`config.mk`:
```
export PLATFORM = sky130hd
export DESIGN_NAME = adcp_serial_port
export DESIGN_NICKNAME = d
export VERILOG_FILES = /design/src/rtl/adcp_pkg.sv /design/src/rtl/adcp_serial_port.sv /design/src/rtl/adcp_fifo.sv
export SDC_FILE = /design/constraint.sdc
export NUM_CORES = 1
export LEC_CHECK = 0
export BUFFER_PORTS_ARGS = -buffer_cell sky130_fd_sc_hd__buf_2
export CAP_MARGIN = 40
export CORE_UTILIZATION = 45
export CTS_CLUSTER_DIAMETER = 60
export CTS_CLUSTER_SIZE = 16
export DETAILED_ROUTE_END_ITERATION = 16
export PLACE_DENSITY = 0.63
export SLEW_MARGIN = 10
export SYNTH_ARGS = -nofsm -noshare
export SYNTH_HDL_FRONTEND = slang
export SYNTH_SLANG_ARGS = --single-unit
```
`constraint.sdc`:
```
create_clock -name clk_in -period 3.3 [get_ports clk_in]
set_input_delay 0.33 -clock clk_in [delete_from_list [all_inputs] [get_ports clk_in]]
set_output_delay 0.33 -clock clk_in [all_outputs]
set_load 0.01 [all_outputs]
```
`src/rtl/adcp_pkg.sv`:
```
// Purpose: Constants and types for the converter serial control port
// Assumes: clk_in at 20 MHz, all pins synchronised before use
// Notes:   Field positions follow the 14-bit control word layout
//
// How it works
// - Two mode select pins together pick the serial interface mode.
// - Calibrate pin low resets logic; its rising edge starts calibration.
// - Calibrate request aborts any conversion or serial transfer under way.
// - Read data leaves as one 16-bit word on the serial output, or on the serial input in bidirectional mode.
// - Serial input is input only or bidirectional, by mode.
// - Master clock edges time conversions and calibrations.
// - Device drives serial clock in self-clocking modes, host otherwise.
// - Serial clock idles at polarity pin level; active edge follows it.
// - Frame line is active-low level input or device-driven frame output.
// - After reset defaults apply; works as read-only converter.
// - Power-down and self-calibration remain available without writes.
// - Power variants, calibration types, software convert only via writes.
// - Control write-only; result, status read-only; test, 10 cal read/write.
// - Top two write bits pick none, test, calibration or control.
// - Write data lands only after all sixteen bits arrive.
// - Two control bits select the source of every later read.
package adcp_pkg;
   localparam int WORD_W     = 16;
   localparam int DATA_W     = 14;
   localparam int CAL_REGS   = 10;
   localparam int CAL_IDX_W  = 4;
   localparam int FIFO_DEPTH = 32;
   localparam int BIT_CNT_W  = 5;
   localparam int PINS_W     = 10;

   // Write target and read source codes
   localparam logic [1:0] WT_NONE   = 2'h0;
   localparam logic [1:0] WT_TEST   = 2'h1;
   localparam logic [1:0] WT_CAL    = 2'h2;
   localparam logic [1:0] WT_CTRL   = 2'h3;
   localparam logic [1:0] RS_RESULT = 2'h0;
   localparam logic [1:0] RS_TEST   = 2'h1;
   localparam logic [1:0] RS_CAL    = 2'h2;
   localparam logic [1:0] RS_STATUS = 2'h3;

   // Serial modes from {mode_sel_b, mode_sel_a}
   localparam logic [1:0] MODE_SELF_FOUT = 2'h0;
   localparam logic [1:0] MODE_SELF_FIN  = 2'h1;
   localparam logic [1:0] MODE_EXT_CS    = 2'h2;
   localparam logic [1:0] MODE_EXT_BIDIR = 2'h3;

   // Control word fields
   localparam int CTL_PWR_HI = 9;
   localparam int CTL_PWR_LO = 8;
   localparam int CTL_RD_HI  = 7;
   localparam int CTL_RD_LO  = 6;
   localparam int CTL_CONV   = 4;
   localparam int CTL_CALT_HI = 3;
   localparam int CTL_CALT_LO = 1;
   localparam int CTL_CAL_GO = 0;

   // Synchroniser bit positions
   localparam int PIN_CAL   = 9;
   localparam int PIN_MCLK  = 8;
   localparam int PIN_SLEEP = 7;
   localparam int PIN_CONV  = 6;
   localparam int PIN_SM_B  = 5;
   localparam int PIN_SM_A  = 4;
   localparam int PIN_POL   = 3;
   localparam int PIN_SCLK  = 2;
   localparam int PIN_FRAME = 1;
   localparam int PIN_DIN   = 0;

   localparam logic [PINS_W-1:0] SYNC_RST = 10'h3ff;
   localparam logic [DATA_W-1:0] CTRL_RST = 14'h0000;
   localparam logic [DATA_W-1:0] TEST_RST = 14'h0000;

   // Timing
   localparam int CLK_HZ          = 20_000_000;
   localparam int MCLK_NOM_HZ     = 7_000_000;
   localparam int SCLK_HZ         = 2_000_000;
   localparam int SCLK_HALF       = CLK_HZ / (2 * SCLK_HZ);
   localparam int CONV_MCLK_EDGES = 20;
   localparam int CAL_MCLK_EDGES  = 2000;
   localparam int EDGE_CNT_W      = 12;

   typedef enum logic [1:0] {
      LINK_IDLE,
      LINK_SHIFT,
      LINK_LATCH
   } adcp_link_e;
endpackage : adcp_pkg

```
`src/rtl/adcp_serial_port.sv`:
```
// Purpose: Serial control port and register set of the sampling converter
// Assumes: Pins arrive asynchronously; result_in is on clk_in
// Notes:   Serial clock is sampled, so it must be well below clk_in/4
`timescale 1ns/100ps
module adcp_serial_port #(
   parameter int CAL_EDGES = adcp_pkg::CAL_MCLK_EDGES
) (
   input  wire logic                        clk_in,
   input  wire logic                        rst_b_in,
   input  wire logic                        cal_req_b_in,
   input  wire logic                        master_clock_in,
   input  wire logic                        sleep_b_in,
   input  wire logic                        convert_req_in,
   input  wire logic                        serial_mode_sel_a_in,
   input  wire logic                        serial_mode_sel_b_in,
   input  wire logic                        polarity_in,
   input  wire logic                        sclk_in,
   output logic                             sclk_out,
   output logic                             sclk_oe_out,
   input  wire logic                        frame_b_in,
   output logic                             frame_b_out,
   output logic                             frame_oe_out,
   input  wire logic                        din_in,
   output logic                             din_out,
   output logic                             din_oe_out,
   output logic                             dout_out,
   input  wire logic [adcp_pkg::DATA_W-1:0] result_in,
   output logic                             busy_out,
   output logic                             cal_start_out,
   output logic [2:0]                       cal_type_out,
   output logic                             power_down_out,
   output logic [1:0]                       power_mode_out
);
   import adcp_pkg::*;

   function automatic logic [CAL_IDX_W-1:0] cal_next(
      input logic [CAL_IDX_W-1:0] idx
   );
      cal_next = (idx == CAL_IDX_W'(CAL_REGS - 1)) ? '0 : idx + 1'b1;
   endfunction : cal_next

   // Pin synchronisers
   logic [PINS_W-1:0] meta_q;
   logic [PINS_W-1:0] sync_q;
   logic [PINS_W-1:0] prev_q;

   always_ff @(posedge clk_in or negedge rst_b_in) begin
      if (!rst_b_in) begin
         meta_q <= SYNC_RST;
         sync_q <= SYNC_RST;
         prev_q <= SYNC_RST;
      end else begin
         meta_q <= {cal_req_b_in, master_clock_in, sleep_b_in,
                    convert_req_in, serial_mode_sel_b_in,
                    serial_mode_sel_a_in, polarity_in, sclk_in,
                    frame_b_in, din_in};
         sync_q <= meta_q;
         prev_q <= sync_q;
      end
   end

   // Decoded pin state
   wire       pol        = sync_q[PIN_POL];
   wire [1:0] mode       = {sync_q[PIN_SM_B], sync_q[PIN_SM_A]};
   wire       self_clk   = (mode == MODE_SELF_FOUT) ||
                           (mode == MODE_SELF_FIN);
   wire       frame_drv  = (mode == MODE_SELF_FOUT);
   wire       bidir      = (mode == MODE_EXT_BIDIR);
   wire       cal_hold   = ~sync_q[PIN_CAL];
   wire       cal_rise   = sync_q[PIN_CAL] & ~prev_q[PIN_CAL];
   wire       mclk_rise  = sync_q[PIN_MCLK] & ~prev_q[PIN_MCLK];
   wire       conv_rise  = sync_q[PIN_CONV] & ~prev_q[PIN_CONV];
   wire       frame_low  = ~sync_q[PIN_FRAME];
   wire       frame_fall = frame_low & prev_q[PIN_FRAME];
   wire       ext_trail  = (sync_q[PIN_SCLK] == pol) &&
                           (prev_q[PIN_SCLK] != pol);

   // Registers
   adcp_link_e           state_q;
   adcp_link_e           state_d;
   logic [DATA_W-1:0]    ctrl_q;
   logic [DATA_W-1:0]    test_q;
   logic [DATA_W-1:0]    cal_mem [CAL_REGS];
   logic [CAL_IDX_W-1:0] cal_idx_q;
   logic [DATA_W-1:0]    last_res_q;
   logic [WORD_W-1:0]    tx_q;
   logic [WORD_W-1:0]    tx_d;
   logic [WORD_W-1:0]    rx_q;
   logic [BIT_CNT_W-1:0] bit_cnt_q;
   logic [3:0]           div_q;
   logic                 sclk_q;
   logic                 conv_busy_q;
   logic                 cal_busy_q;
   logic [EDGE_CNT_W-1:0] edge_cnt_q;

   // Self-clock generator: toggles every SCLK_HALF cycles in a frame
   wire div_hit   = (div_q == 4'(SCLK_HALF - 1));
   wire gen_run   = self_clk && (state_q == LINK_SHIFT);
   wire gen_trail = gen_run && div_hit && (sclk_q != pol);
   wire trail     = self_clk ? gen_trail : ext_trail;

   // FIFO in the result path
   logic              fifo_in_valid;
   logic              fifo_in_ready;
   logic              fifo_out_valid;
   logic [DATA_W-1:0] fifo_out_data;
   logic              fifo_pop;

   adcp_fifo #(
      .WIDTH (DATA_W),
      .DEPTH (FIFO_DEPTH)
   ) u_fifo (
      .clk_in        (clk_in),
      .rst_b_in      (rst_b_in),
      .clr_in        (cal_hold),
      .in_valid_in   (fifo_in_valid),
      .in_data_in    (result_in),
      .in_ready_out  (fifo_in_ready),
      .out_valid_out (fifo_out_valid),
      .out_data_out  (fifo_out_data),
      .out_ready_in  (fifo_pop)
   );

   // Read source select, driven by control bits
   wire [1:0] rd_sel = ctrl_q[CTL_RD_HI:CTL_RD_LO];
   wire [DATA_W-1:0] res_word = fifo_out_valid ? fifo_out_data
                                               : last_res_q;
   wire [DATA_W-1:0] status_word = {2'h0, cal_busy_q, conv_busy_q,
                                    ctrl_q[CTL_PWR_HI:0]};
   logic [WORD_W-1:0] rd_word;

   always_comb begin
      case (rd_sel)
         RS_RESULT: rd_word = {2'h0, res_word};
         RS_TEST:   rd_word = {WT_TEST, test_q};
         RS_CAL:    rd_word = {WT_CAL, cal_mem[cal_idx_q]};
         RS_STATUS: rd_word = {WT_CTRL, status_word};
         default:   rd_word = '0;
      endcase
   end

   // Frame start: self-driven frames only when a new result waits
   wire start_self = frame_drv && fifo_out_valid &&
                     (rd_sel == RS_RESULT);
   wire start      = (state_q == LINK_IDLE) && !cal_hold &&
                     (frame_drv ? start_self : frame_fall);
   // Level-sensitive select: releasing it ends the frame early
   wire abort      = cal_hold ||
                     (!frame_drv && !frame_low &&
                      (state_q == LINK_SHIFT));
   wire last_bit   = trail && (bit_cnt_q == 5'(WORD_W - 1));

   assign fifo_pop = start && (rd_sel == RS_RESULT) && fifo_out_valid;

   always_comb begin
      state_d = state_q;
      case (state_q)
         LINK_IDLE:  if (start) state_d = LINK_SHIFT;
         LINK_SHIFT: if (last_bit) state_d = LINK_LATCH;
         LINK_LATCH: state_d = LINK_IDLE;
         default:    state_d = LINK_IDLE;
      endcase
      if (abort) state_d = LINK_IDLE;
   end

   always_comb begin
      tx_d = tx_q;
      if (start) begin
         tx_d = rd_word;
      end else if (trail && state_q == LINK_SHIFT) begin
         tx_d = {tx_q[WORD_W-2:0], 1'b0};
      end
   end

   // Write decode, only once the word is complete
   wire       latch   = (state_q == LINK_LATCH);
   wire [1:0] wt      = rx_q[WORD_W-1:DATA_W];
   wire       wr_test = latch && (wt == WT_TEST);
   wire       wr_cal  = latch && (wt == WT_CAL);
   wire       wr_ctrl = latch && (wt == WT_CTRL);
   wire       sw_conv = wr_ctrl && rx_q[CTL_CONV];
   wire       sw_cal  = wr_ctrl && rx_q[CTL_CAL_GO];
   wire       rd_cal  = start && (rd_sel == RS_CAL);

   // Conversion refused while the buffer is full
   wire conv_go = (sw_conv || conv_rise) && fifo_in_ready &&
                  !conv_busy_q && !cal_busy_q && !cal_hold;
   wire cal_go  = cal_rise || (sw_cal && !cal_busy_q);
   wire edge_done = mclk_rise && (edge_cnt_q == '0);

   assign fifo_in_valid = conv_busy_q && edge_done && !cal_hold;

   // Link state and shifters
   always_ff @(posedge clk_in or negedge rst_b_in) begin
      if (!rst_b_in) begin
         state_q   <= LINK_IDLE;
         tx_q      <= '0;
         rx_q      <= '0;
         bit_cnt_q <= '0;
      end else begin
         state_q <= state_d;
         tx_q    <= tx_d;
         if (start) begin
            bit_cnt_q <= '0;
         end else if (trail && state_q == LINK_SHIFT) begin
            rx_q      <= {rx_q[WORD_W-2:0], sync_q[PIN_DIN]};
            bit_cnt_q <= bit_cnt_q + 1'b1;
         end
      end
   end

   // Serial clock generator, idles at the polarity level
   always_ff @(posedge clk_in or negedge rst_b_in) begin
      if (!rst_b_in) begin
         div_q  <= '0;
         sclk_q <= 1'b0;
      end else if (!gen_run) begin
         div_q  <= '0;
         sclk_q <= pol;
      end else if (div_hit) begin
         div_q  <= '0;
         sclk_q <= ~sclk_q;
      end else begin
         div_q  <= div_q + 1'b1;
      end
   end

   // Register file; calibrate pin low returns control and cal index to defaults, test register kept
   always_ff @(posedge clk_in or negedge rst_b_in) begin
      if (!rst_b_in) begin
         ctrl_q     <= CTRL_RST;
         test_q     <= TEST_RST;
         cal_idx_q  <= '0;
         last_res_q <= '0;
      end else if (cal_hold) begin
         ctrl_q    <= CTRL_RST;
         cal_idx_q <= '0;
      end else begin
         if (wr_ctrl) begin
            // Pulse bits are acted on, not kept
            ctrl_q <= rx_q[DATA_W-1:0] &
                      ~(DATA_W'(1) << CTL_CONV) &
                      ~(DATA_W'(1) << CTL_CAL_GO);
         end
         if (wr_test) test_q <= rx_q[DATA_W-1:0];
         if (wr_ctrl) begin
            cal_idx_q <= '0;
         end else if (wr_cal || rd_cal) begin
            cal_idx_q <= cal_next(cal_idx_q);
         end
         if (fifo_pop) last_res_q <= fifo_out_data;
      end
   end

   // Calibration store survives the calibrate pin
   always_ff @(posedge clk_in) begin
      if (wr_cal && !cal_hold) begin
         cal_mem[cal_idx_q] <= rx_q[DATA_W-1:0];
      end
   end

   // Conversion and calibration timing in master clock edges
   always_ff @(posedge clk_in or negedge rst_b_in) begin
      if (!rst_b_in) begin
         conv_busy_q <= 1'b0;
         cal_busy_q  <= 1'b0;
         edge_cnt_q  <= '0;
      end else if (cal_hold) begin
         conv_busy_q <= 1'b0;
         cal_busy_q  <= 1'b0;
         edge_cnt_q  <= '0;
      end else if (cal_go) begin
         conv_busy_q <= 1'b0;
         cal_busy_q  <= 1'b1;
         edge_cnt_q  <= EDGE_CNT_W'(CAL_EDGES - 1);
      end else if (conv_go) begin
         conv_busy_q <= 1'b1;
         edge_cnt_q  <= EDGE_CNT_W'(CONV_MCLK_EDGES - 1);
      end else if (conv_busy_q || cal_busy_q) begin
         if (edge_done) begin
            conv_busy_q <= 1'b0;
            cal_busy_q  <= 1'b0;
         end else if (mclk_rise) begin
            edge_cnt_q <= edge_cnt_q - 1'b1;
         end
      end
   end

   // Output flops
   wire in_frame = (state_d == LINK_SHIFT);
   wire sleeping = ~sync_q[PIN_SLEEP];

   always_ff @(posedge clk_in or negedge rst_b_in) begin
      if (!rst_b_in) begin
         sclk_out       <= 1'b0;
         sclk_oe_out    <= 1'b0;
         frame_b_out    <= 1'b1;
         frame_oe_out   <= 1'b0;
         din_out        <= 1'b0;
         din_oe_out     <= 1'b0;
         dout_out       <= 1'b0;
         busy_out       <= 1'b0;
         cal_start_out  <= 1'b0;
         cal_type_out   <= '0;
         power_down_out <= 1'b0;
         power_mode_out <= '0;
      end else begin
         sclk_out     <= gen_run ? sclk_q : pol;
         sclk_oe_out  <= self_clk;
         frame_b_out  <= ~(frame_drv && in_frame);
         frame_oe_out <= frame_drv;
         din_out      <= bidir && in_frame && tx_d[WORD_W-1];
         din_oe_out   <= bidir && in_frame;
         dout_out     <= !bidir && in_frame && tx_d[WORD_W-1];
         busy_out     <= conv_busy_q || cal_busy_q || cal_go;
         cal_start_out <= cal_go && !cal_hold;
         if (cal_go) begin
            // Pin start is full self-cal; soft start uses the word in flight
            cal_type_out <= cal_rise ? 3'h0
                          : rx_q[CTL_CALT_HI:CTL_CALT_LO];
         end
         // Full power-down waits for conversion or calibration to end
         power_down_out <= sleeping && !conv_busy_q &&
                           !cal_busy_q;
         power_mode_out <= sleeping ? ctrl_q[CTL_PWR_HI:CTL_PWR_LO]
                                    : 2'h0;
      end
   end
endmodule : adcp_serial_port

```
`src/rtl/adcp_fifo.sv`:
```
// Purpose: Result buffer between conversion and serial read
// Assumes: Single clock, valid/ready on both sides
// Notes:   Synchronous clear flushes contents
`timescale 1ns/100ps
module adcp_fifo #(
   parameter int WIDTH = 14,
   parameter int DEPTH = 32
) (
   input  wire logic             clk_in,
   input  wire logic             rst_b_in,
   input  wire logic             clr_in,
   input  wire logic             in_valid_in,
   input  wire logic [WIDTH-1:0] in_data_in,
   output logic                  in_ready_out,
   output logic                  out_valid_out,
   output logic [WIDTH-1:0]      out_data_out,
   input  wire logic             out_ready_in
);
   localparam int AW = $clog2(DEPTH);

   logic [WIDTH-1:0] mem [DEPTH];
   logic [AW-1:0]    wr_q;
   logic [AW-1:0]    rd_q;
   logic [AW:0]      cnt_q;
   wire              push = in_valid_in & in_ready_out;
   wire              pop  = out_valid_out & out_ready_in;

   assign in_ready_out  = (cnt_q != (AW+1)'(DEPTH));
   assign out_valid_out = (cnt_q != '0);
   assign out_data_out  = mem[rd_q];

   always_ff @(posedge clk_in) begin
      if (push) begin
         mem[wr_q] <= in_data_in;
      end
   end

   always_ff @(posedge clk_in or negedge rst_b_in) begin
      if (!rst_b_in) begin
         wr_q  <= '0;
         rd_q  <= '0;
         cnt_q <= '0;
      end else if (clr_in) begin
         wr_q  <= '0;
         rd_q  <= '0;
         cnt_q <= '0;
      end else begin
         if (push) wr_q <= wr_q + 1'b1;
         if (pop)  rd_q <= rd_q + 1'b1;
         cnt_q <= cnt_q + (AW+1)'(push) - (AW+1)'(pop);
      end
   end
endmodule : adcp_fifo

```
==> flow_metrics.py, run 1 <==
metrics = {
    "global_routing": {
        "grt_max_degree": 92,
        "grt_pass1_wl_um": 101000,
        "grt_util_all_layers_pct": 20.0,
        "grt_antenna_before_repair": 0,
        "overflow": 0,
        "grt_pass1_vias": 16096,
    },
    "place": {
        "port_buffers": 40,
        "placed_area_mm2": 0.0314,
        "pre_cts_slack_ps": 312,
        "dpl.hpwl_um": 42200,
        "gp_congestion": 0.793,
    },
    "detailed_routing": {
        "drt-pass1-iter-count": 5,
        "ant_nets": 0,
        "drt_wl_total_um": 66300,
        "drt_iter0_markers": 1373,
        "drcViolationCount": 0,
        "vias": 16043,
        "avgRoutedWirePerCell_um": 23.7,
        "vias_per_cell": 5.73,
    },
    "layout": {
        "drive_gt1_share_pct": 19.9,
        "final_cell_mix": "edfxtp_1 (588), nand2_1 (135), mux2i_1 (129), dfrtp_1 (125), buf_4 (100)",
        "layout_commonest_cell": "edfxtp_1",
        "n_antenna_cell": 0,
        "finish.instance_area_mm2": 0.0332,
        "fin_nets": 1956,
        "area_growth_pct": 11.5,
    },
    "yosys": {
        "syn_area_mm2": 0.0298,
        "seq_area_frac_synth_pct": 72.3,
        "synthesis.nets": 1837,
        "yosysWarnings": 0,
        "yosysTopAreaCellShare_pct": 59.3,
        "synthDistinctLibCells": 76,
        "synth_edf_count": 588,
        "synth_cells": 1790,
        "synth.avg_cell_area_um2": 16.6,
        "synth_top_cell_by_area": "edfxtp_1",
        "synthTopCellsByArea": "edfxtp_1 (59%), dfrtp_1 (11%), mux4_2 (6.0%), mux2i_1 (4.3%), dfstp_2 (2.3%)",
        "async_flop_share_pct": 20.8,
        "synth_flop_cell": "edfxtp_1",
        "synth_seq_cells": 742,
    },
    "timing": {
        "slew_viol_final": 0,
        "post-route-period-util_pct": 90.2,
        "tightest_slew_ps": 762,
        "finClkSkew_ps": 26.5,
        "fin_tns_setup_ps": 0,
        "slew_headroom_pct": 49.2,
        "clock.fmax_mhz": 336,
        "setup_viol": 0,
        "fin_ws_ps": 322,
        "grt_setup_unrepaired": "no",
        "hold_viol": 0,
        "period_needed_ps": 2980,
    },
    "worst_setup_path": {
        "reg2reg_depth": 6,
        "rrSetupSlack_ps": 320,
        "critPathLaunchType": "flip-flop",
        "cp-end-kind": "flip-flop",
        "arrival_ps": 3290,
        "r2r-end": "u_fifo.mem[25][8]",
        "crit_fanout": 11,
        "cp_data_required_time_ps": 3610,
        "path_class": "reg -> reg",
        "r2r-start": "edge_cnt_q[6]",
    },
    "floorplanning": {
        "start_util_pct": 45.9,
        "die_area_mm2": 0.0672,
        "core_mm2": 0.0649,
        "die_w_um": 259,
        "dieHeight_um": 259,
        "rows": 93,
        "design.portCount": 41,
    },
    "clock_tree": {
        "cts_num_sinks": 742,
        "cts_tree": "built",
        "clockBufferDepth": 3,
        "htree_levels": 2,
        "cts_setup_buffers": 0,
        "cts_made_buffers": 55,
        "clock_latency_ps": 620,
        "path_clk_slew_ps": 70,
        "cts-root-buf": "clkbuf_16",
    },
    "run": {
        "maxCapViolCount": 0,
    },
    "status": {
        "status": "complete, no violations",
    },
    "power": {
        "leakage_nw": 11.3,
        "peakVddDrop_v": 0.000375,
        "p_per_area_mw_per_mm2": 578,
        "power_mw": 19.2,
    },
    "worst_hold_path": {
        "hp-class": "in -> async",
    },
}
[state kept, by name, indices dropped and copies added (netlist names), 6 cells and up]
| name | flops |
|---|---|
| ctrl_q | 8 |
| tx_q | 16 |
| u_fifo.mem | 448 |
| test_q | 14 |
| u_fifo.cnt_q | 6 |
| sync_q | 10 |
| cal_mem | 140 |
| edge_cnt_q | 12 |
| last_res_q | 14 |
| meta_q | 10 |
| rx_q | 16 |
[power by group]
part / switching, mW / internal [mW]
clock network: 3.10 / 3.31
registers: 0.234 / 10.3
logic: 1.20 / 1.00
total: 4.54 / 14.7
[cell usage after synthesis, types with 6 or more instances]
library cell	count
a211o_1	9
a211oi_1	6
a21oi_1	55
a221o_1	11
a221oi_1	16
a22o_1	11
a22oi_1	15
a2bb2oi_1	8
and2_1	22
and3_1	9
buf_1	7
buf_2	24
buf_4	12
buf_6	9
clkbuf_1	41
dfrtp_1	128
dfstp_2	26
edfxtp_1	588
ha_1	20
inv_1	26
mux2_2	30
mux2i_1	129
mux4_2	79
nand2_1	135
nand2b_1	8
nand3_1	21
nand3b_1	9
nand4_1	8
nor2_1	75
nor2b_1	15
nor3_1	23
nor3b_1	7
o211a_1	9
o211ai_1	9
o21ai_0	77
o221a_2	8
o221ai_1	15
o22ai_1	15
xnor2_1	11
[routing by layer]
metal  vias to the layer above  GRT usage [%]  wire length, um
li1                       7194              -                -
met1                      8312           28.5            29200
met2                       471           32.7            31900
met3                        66           2.85             4100
met4                         0           4.71             1150
met5                         -              0                0
[stage by stage]
step | hold WS [ps] | instances | utilization (%)
floorplan | 34.4 | 1790 | -
global placement | 350 | 2694 | 48.4
detailed placement | 347 | 2694 | 48.4
CTS | 233 | 2800 | 51.1
global route | 30.9 | 2802 | 51.1
finish | 51.1 | 2802 | 51.1
[worst max-delay path, cell delays in order, from the launching register on]
cell     delay (ps)
dfrtp_1         460
nor4_1          470
nand4_1         290
nor3_4          540
nand2_1         380
nor2_1          260
buf_4           260
[area by class of cell]
class,instances,area (um^2)
well taps,855,1070
inverters,27,101
clock inverters,13,145
repair buffers,157,1190
multi-input cells,926,7650
flip-flops and latches,742,21600
fillers,5250,31700
clock buffers,82,1500
[logic make-up after synthesis]
family | share of synthesized area, %
multiplexers | 11.5
XOR/XNOR | 0.470
flip-flops | 72.3
buffers and inverters | 2.11
AO/OA/AOI/OAI | 6.64
AND/OR/NAND/NOR | 6.05
adder cells (fa/ha/maj) | 0.907
[repair_timing]
action / in CTS / in global routing
hold endpoints to repair: 72 / 0
resized for setup: 0 / 0
hold buffers: 11 / 0
[worst max-delay path by stage]
stage	depth (start not counted)	end	from
floorplan	16	u_fifo.cnt_q[4]	u_fifo.cnt_q[2]
global placement	14	u_fifo.cnt_q[4]	u_fifo.cnt_q[2]
detailed placement	14	u_fifo.cnt_q[4]	u_fifo.cnt_q[3]
CTS	14	u_fifo.cnt_q[4]	u_fifo.cnt_q[3]
global route	14	u_fifo.cnt_q[4]	u_fifo.cnt_q[3]
finish	6	u_fifo.mem[25][8]	edge_cnt_q[6]
Power figures use the tool's default switching activity.
==> run 2, diff against run 1 <==
CTS_BUF_LIST = sky130_fd_sc_hd__clkbuf_2 sky130_fd_sc_hd__clkbuf_4 sky130_fd_sc_hd__clkbuf_8   (was default)
==> run 2 against run 1 <==
Utilization shrank 0.78 points. Worst hold slack gained 140 ps. Worst setup slack improved by 5.9 ps. First-iteration DRC count is 1.2% lower. Count of clock-buffer cells in the layout decreased by 1. Via count grew 0.11%. Clock power decreased by 22%. Die area unchanged. Sequential share of layout area grew 1.0 points.
==> flow_metrics.py, run 2 (synthesized netlist as in run 1, its figures left out) <==
metrics = {
    "global_routing": {
        "gr-usage-met2_pct": 32.6,
        "use_met1_pct": 28.5,
        "grt_max_degree": 92,
        "busiest_layer": "met2",
        "grt_pass1_wl_um": 100000,
        "grt_util_all_layers_pct": 19.9,
        "grt_antenna_before_repair": 1,
        "met3_usage_pct": 2.46,
        "grt_pass1_vias": 16055,
        "overflow": 0,
    },
    "timing": {
        "post-route-period-util_pct": 90.1,
        "finClkSkew_ps": 35.4,
        "fin_tns_setup_ps": 0,
        "period_needed_ps": 2970,
        "slew_headroom_pct": 47.3,
        "grt_setup_unrepaired": "no",
        "slew_viol_final": 0,
        "clock.fmax_mhz": 336,
        "tightest_slew_ps": 790,
        "setup_viol": 0,
        "hold_viol": 0,
    },
    "place": {
        "port_buffers": 40,
        "dpl.hpwl_um": 42200,
        "gp_congestion": 0.793,
    },
    "clock_tree": {
        "htree_levels": 2,
        "path_clk_slew_ps": 100,
        "cts_tree": "built",
        "cts_num_sinks": 742,
        "cts_made_buffers": 55,
        "cts_resized": 0,
        "clockBufferDepth": 3,
        "clock_latency_ps": 690,
        "cts_hold_buf": 11,
        "cts-root-buf": "clkbuf_8",
        "cts_setup_buffers": 0,
    },
    "layout": {
        "drive_gt1_share_pct": 21.2,
        "largest_register_ffs": 448,
        "top_regs": "u_fifo.mem x448, cal_mem x140",
        "final_core_util_pct": 50.4,
        "top_register": "u_fifo.mem",
        "area_growth_pct": 9.80,
        "fillers": 5325,
        "layout_commonest_cell": "edfxtp_1",
        "fin_nets": 1957,
        "final_cell_mix": "edfxtp_1 (588), nand2_1 (135), mux2i_1 (129), dfrtp_1 (125), buf_4 (100)",
    },
    "floorplanning": {
        "design.portCount": 41,
        "dieHeight_um": 259,
        "start_util_pct": 45.9,
        "core_mm2": 0.0649,
        "die_area_mm2": 0.0672,
        "rows": 93,
        "die_w_um": 259,
    },
    "power": {
        "pwr-share-seq_pct": 59.4,
        "p_clk_share_pct": 28.2,
        "peakVddDrop_v": 0.000379,
        "p_per_area_mw_per_mm2": 544,
        "leakage_nw": 11.1,
        "internal_power_mw": 13.5,
        "switchingPower_mw": 4.34,
        "switching_share_pct": 24.4,
        "comb_power_share_pct": 12.4,
    },
    "worst_setup_path": {
        "path_class": "reg -> reg",
        "critPathLaunchType": "flip-flop",
        "cp-end-kind": "flip-flop",
        "arrival_ps": 3550,
        "crit_fanout": 3,
        "cp_data_required_time_ps": 3870,
    },
    "run": {
        "maxCapViolCount": 0,
    },
    "detailed_routing": {
        "ant_nets": 0,
        "vias_per_cell": 5.73,
        "vias": 16061,
        "avgRoutedWirePerCell_um": 23.6,
        "drt_wl_total_um": 66200,
        "drt_iter0_markers": 1356,
        "drt-pass1-iter-count": 5,
        "drcViolationCount": 0,
    },
    "worst_hold_path": {
        "hp-class": "in -> reg",
    },
    "status": {
        "status": "complete, no violations",
    },
}
## run 2: through the flow
step                instances  instance area, um^2  hold slack [ps]  setup WS, ps  total power, mW
floorplan                1790                29800             34.4          37.8             12.3
global placement         2694                31400              350           360             12.9
detailed placement       2694                31400              347           312             13.0
CTS                      2800                32700              144           289             17.9
global route             2804                32700              170          90.3             18.5
finish                   2804                32700              190           328             17.8
## run 2: worst paths after layout
path	start	endpoint	slack (ps)	depth (start not counted)
setup / recovery	u_fifo.cnt_q[3]	u_fifo.cnt_q[4]	330	14
hold / removal	result_in[13]	u_fifo.mem[5][13]	190	1
setup reg to reg	u_fifo.cnt_q[3]	u_fifo.cnt_q[4]	330	14
hold reg to reg	meta_q[6]	sync_q[6]	350	0
max in group asynchronous	rst_b_in	rx_q[15]	1750	5
min in group asynchronous	rst_b_in	cal_idx_q[1]	520	3
## run 2: power by group through the flow
| stage | sequential [mW] | clock (mW) | combinational, mW |
|---|---|---|---|
| final | 10.6 | 5.02 | 2.20 |
| after global routing | 10.6 | 5.45 | 2.41 |
| after CTS | 10.6 | 5.14 | 2.22 |
| after detailed placement | 10.8 | 0 | 2.19 |
| after global placement | 10.8 | 0 | 2.16 |
| after floorplan | 10.7 | 0 | 1.62 |
## run 2: worst max-delay path, cell delays in order (launching register included)
cell,delay [ps]
dfrtp_1,400
inv_1,90
ha_1,180
nor4bb_2,350
nor2_1,80
nand2_1,90
inv_1,50
ha_1,260
inv_1,40
ha_1,210
fa_1,440
a21oi_1,160
nor2_1,50
or3_1,290
and3_1,180
## run 2: routing by layer
layer	vias up	share of wire, %
li1	7180	-
met1	8364	45
met2	447	48
met3	70	5.3
met4	0	2.0
met5	-	0
## run 2: cell type report
type	instances	area (um^2)	share of cell area (%)
Antenna cell	1	2.50	0.00765
Clock buffer	81	952	2.91
Clock inverter	14	171	0.524
Inverter	27	101	0.310
Multi-Input combinational cell	926	7650	23.4
Sequential cell	742	21600	65.9
Tap cell	855	1070	3.27
Timing Repair Buffer	158	1200	3.68
==> run 3, diff against run 2 <==
ABC_AREA = 1   (was default)
==> run 3 against run 2 <==
Via count increased by 29%. Non-clock buffer count decreased by 34. Die area increased by 5.1%. Flip-flop and latch count unchanged. Worst setup slack improved by 230 ps. Critical path type unchanged. Critical endpoint is now u_fifo.cnt_q[5].
==> flow_metrics.py, run 3 <==
metrics = {
    "status": {
        "status": "complete, no violations",
    },
    "detailed_routing": {
        "ant_nets": 0,
        "drcViolationCount": 0,
        "drt_wl_total_um": 74100,
        "vias": 20657,
        "drt_iter0_markers": 1757,
        "avgRoutedWirePerCell_um": 18.6,
        "vias_per_cell": 5.18,
        "drt-pass1-iter-count": 7,
    },
    "yosys": {
        "seq_area_frac_synth_pct": 68.8,
        "synthesis.nets": 3013,
        "yosysTopAreaCellShare_pct": 56.4,
        "synthDistinctLibCells": 43,
        "yosysWarnings": 0,
        "synth_most_common_cell": "nand2_1",
        "synth_compound_area_share_pct": 4.07,
        "yosys.area_share.simple_pct": 19.7,
        "synth_top_family_by_area": "simple AND/OR/NAND/NOR gates",
        "synth_cells": 2966,
        "synthXorXnorAreaFrac_pct": 0.280,
        "synthAdderAreaFrac_pct": 0.863,
        "synth.avg_cell_area_um2": 10.6,
        "synth_common_cells": "nand2_1 (949), edfxtp_1 (588), inv_1 (342)",
        "synth_edf_count": 588,
        "synthMuxAreaShare_pct": 0,
        "synth_top_cell_by_area": "edfxtp_1",
        "synth_flop_cell": "edfxtp_1",
        "synthTopCellsByArea": "edfxtp_1 (56%), nand2_1 (11%), dfrtp_1 (10%), nand3_1 (5.0%), inv_1 (4.1%)",
        "synth_seq_cells": 742,
        "async_flop_share_pct": 20.8,
        "syn_area_mm2": 0.0313,
    },
    "layout": {
        "largest_register_ffs": 448,
        "layout_commonest_cell": "nand2_1",
        "top_regs": "u_fifo.mem x448, cal_mem x140",
        "fin_nets": 3060,
        "multi_input_area_mm2": 0.00783,
        "final_core_util_pct": 49.6,
        "top_register": "u_fifo.mem",
        "regArea_mm2": 0.0216,
        "final_cell_mix": "nand2_1 (949), edfxtp_1 (588), inv_1 (342), nand3_1 (313), nor2_1 (144)",
        "layout.cells.non_filler": 3989,
        "drive_gt1_share_pct": 9.16,
        "area_growth_pct": 8.87,
        "fillers": 6169,
    },
    "global_routing": {
        "grt_max_degree": 106,
        "overflow": 0,
        "grt_util_all_layers_pct": 21.0,
        "grt_pass1_vias": 20201,
        "grt_pass1_wl_um": 115000,
        "grt_antenna_before_repair": 2,
    },
    "floorplanning": {
        "die_w_um": 266,
        "design.portCount": 41,
        "die_area_mm2": 0.0707,
        "dieHeight_um": 266,
        "core_mm2": 0.0687,
        "rows": 96,
        "start_util_pct": 45.6,
    },
    "timing": {
        "fin_tns_setup_ps": 0,
        "period_needed_ps": 2740,
        "hold_viol": 0,
        "post-route-period-util_pct": 83.1,
        "slew_viol_final": 0,
        "finClkSkew_ps": 53.5,
        "slew_headroom_pct": 42.3,
        "clock.fmax_mhz": 365,
        "tightest_slew_ps": 864,
        "setup_viol": 0,
        "grt_setup_unrepaired": "no",
    },
    "clock_tree": {
        "cts-root-buf": "clkbuf_8",
        "htree_levels": 2,
        "cts_made_buffers": 56,
        "clock_latency_ps": 700,
        "cts_num_sinks": 742,
        "cts_tree": "built",
        "path_clk_slew_ps": 110,
        "cts_setup_buffers": 0,
        "clockBufferDepth": 3,
    },
    "power": {
        "peakVddDrop_v": 0.000451,
        "p_per_area_mw_per_mm2": 551,
        "leakage_nw": 13.8,
    },
    "worst_hold_path": {
        "hp-class": "in -> reg",
        "min_from": "result_in[8]",
    },
    "worst_setup_path": {
        "arrival_ps": 3320,
        "cp_data_required_time_ps": 3880,
        "crit_fanout": 15,
        "cpPeakStageDelay_ps": 500,
        "critical_path.cell_chain": "nor2_4, nand2_1, nor2_4, ha_1, inv_1, ha_1, nand3_1, and2_1, or2_2, nand2_1, a21oi_1, o21ai_0, a21oi_1",
        "critPathLaunchType": "flip-flop",
        "cp-end-kind": "flip-flop",
        "slowest_stage": "dfrtp_1",
        "path_buf_inv": 1,
        "worstSetupStartpoint": "ctrl_q[7]",
        "path_class": "reg -> reg",
        "cp_top_family": "simple AND/OR/NAND/NOR gates",
        "r2r-start": "ctrl_q[7]",
    },
    "place": {
        "dpl.hpwl_um": 45300,
        "port_buffers": 40,
        "dp_cells": 3875,
        "gp_congestion": 0.858,
    },
    "run": {
        "maxCapViolCount": 0,
    },
}
[run 3: final timing paths]
check / end / slack (ps) / cells after the start
min reg2reg: sync_q[7] / 360 / 0
min in group asynchronous: power_mode_out[0] / 250 / 2
max reg2reg: u_fifo.cnt_q[5] / 560 / 13
min: u_fifo.mem[0][8] / 230 / 1
max: u_fifo.cnt_q[5] / 560 / 13
max in group asynchronous: meta_q[8] / 2150 / 3
[run 3: final cells by class]
class | instances | share of cell area [%]
Sequential cell | 742 | 63.2
Multi-Input combinational cell | 1738 | 23.0
Inverter | 351 | 3.88
Tap cell | 931 | 3.42
Clock buffer | 88 | 3.02
Timing Repair Buffer | 124 | 2.83
Clock inverter | 13 | 0.697
Antenna cell | 2 | 0.0147
[run 3: through the flow]
step | setup slack [ps] | power [mW] | hold slack, ps | cell area [um^2]
4_1_cts | 545 | 18.9 | 190 | 34100
2_1_floorplan | 361 | 12.7 | 34.4 | 31300
3_3_place_gp | 573 | 13.5 | 346 | 32700
5_1_grt | 317 | 19.7 | 212 | 34100
3_5_place_dp | 584 | 13.6 | 347 | 32700
6_report | 558 | 18.8 | 233 | 34100
[run 3: layer usage]
| layer | track usage (%) | share of wire (%) |
|---|---|---|
| met3 | 3.69 | 6.6 |
| met2 | 34.2 | 47 |
| met1 | 29.0 | 44 |
| met5 | 0 | 0 |
| met4 | 6.06 | 2.4 |
[run 3: cell families (layout without fill, tap and decap cells)]
| group | after synthesis | count (layout) |
|---|---|---|
| AOI/OAI and AO/OA | 230 | 230 |
| DFF | 742 | 742 |
| and+or+nand+nor | 1477 | 1477 |
| other | 0 | 2 |
| adders and majority gates | 21 | 21 |
| buffers and inverters | 486 | 576 |
| xor gates and xnor gates | 10 | 10 |
[run 3: power by group]
group / internal [mW] / switching, mW / total (mW)
combinational: 0.851 / 1.97 / 2.82
sequential: 10.4 / 0.187 / 10.6
clock: 2.42 / 2.99 / 5.41
[run 3: worst register-to-register path: cells and delay by family, from the launching register on]
family                     cells  cell delay, ps
and+or+nand+nor                7            1350
DFF                            1             500
adders and majority gates      2             450
AOI/OAI and AO/OA              3             280
buffers and inverters          1              60
[run 3: what timing repair did]
action / in CTS / in global routing
resized for setup: 0 / 0
hold buffers: 11 / 0
hold endpoints to repair: 74 / 0
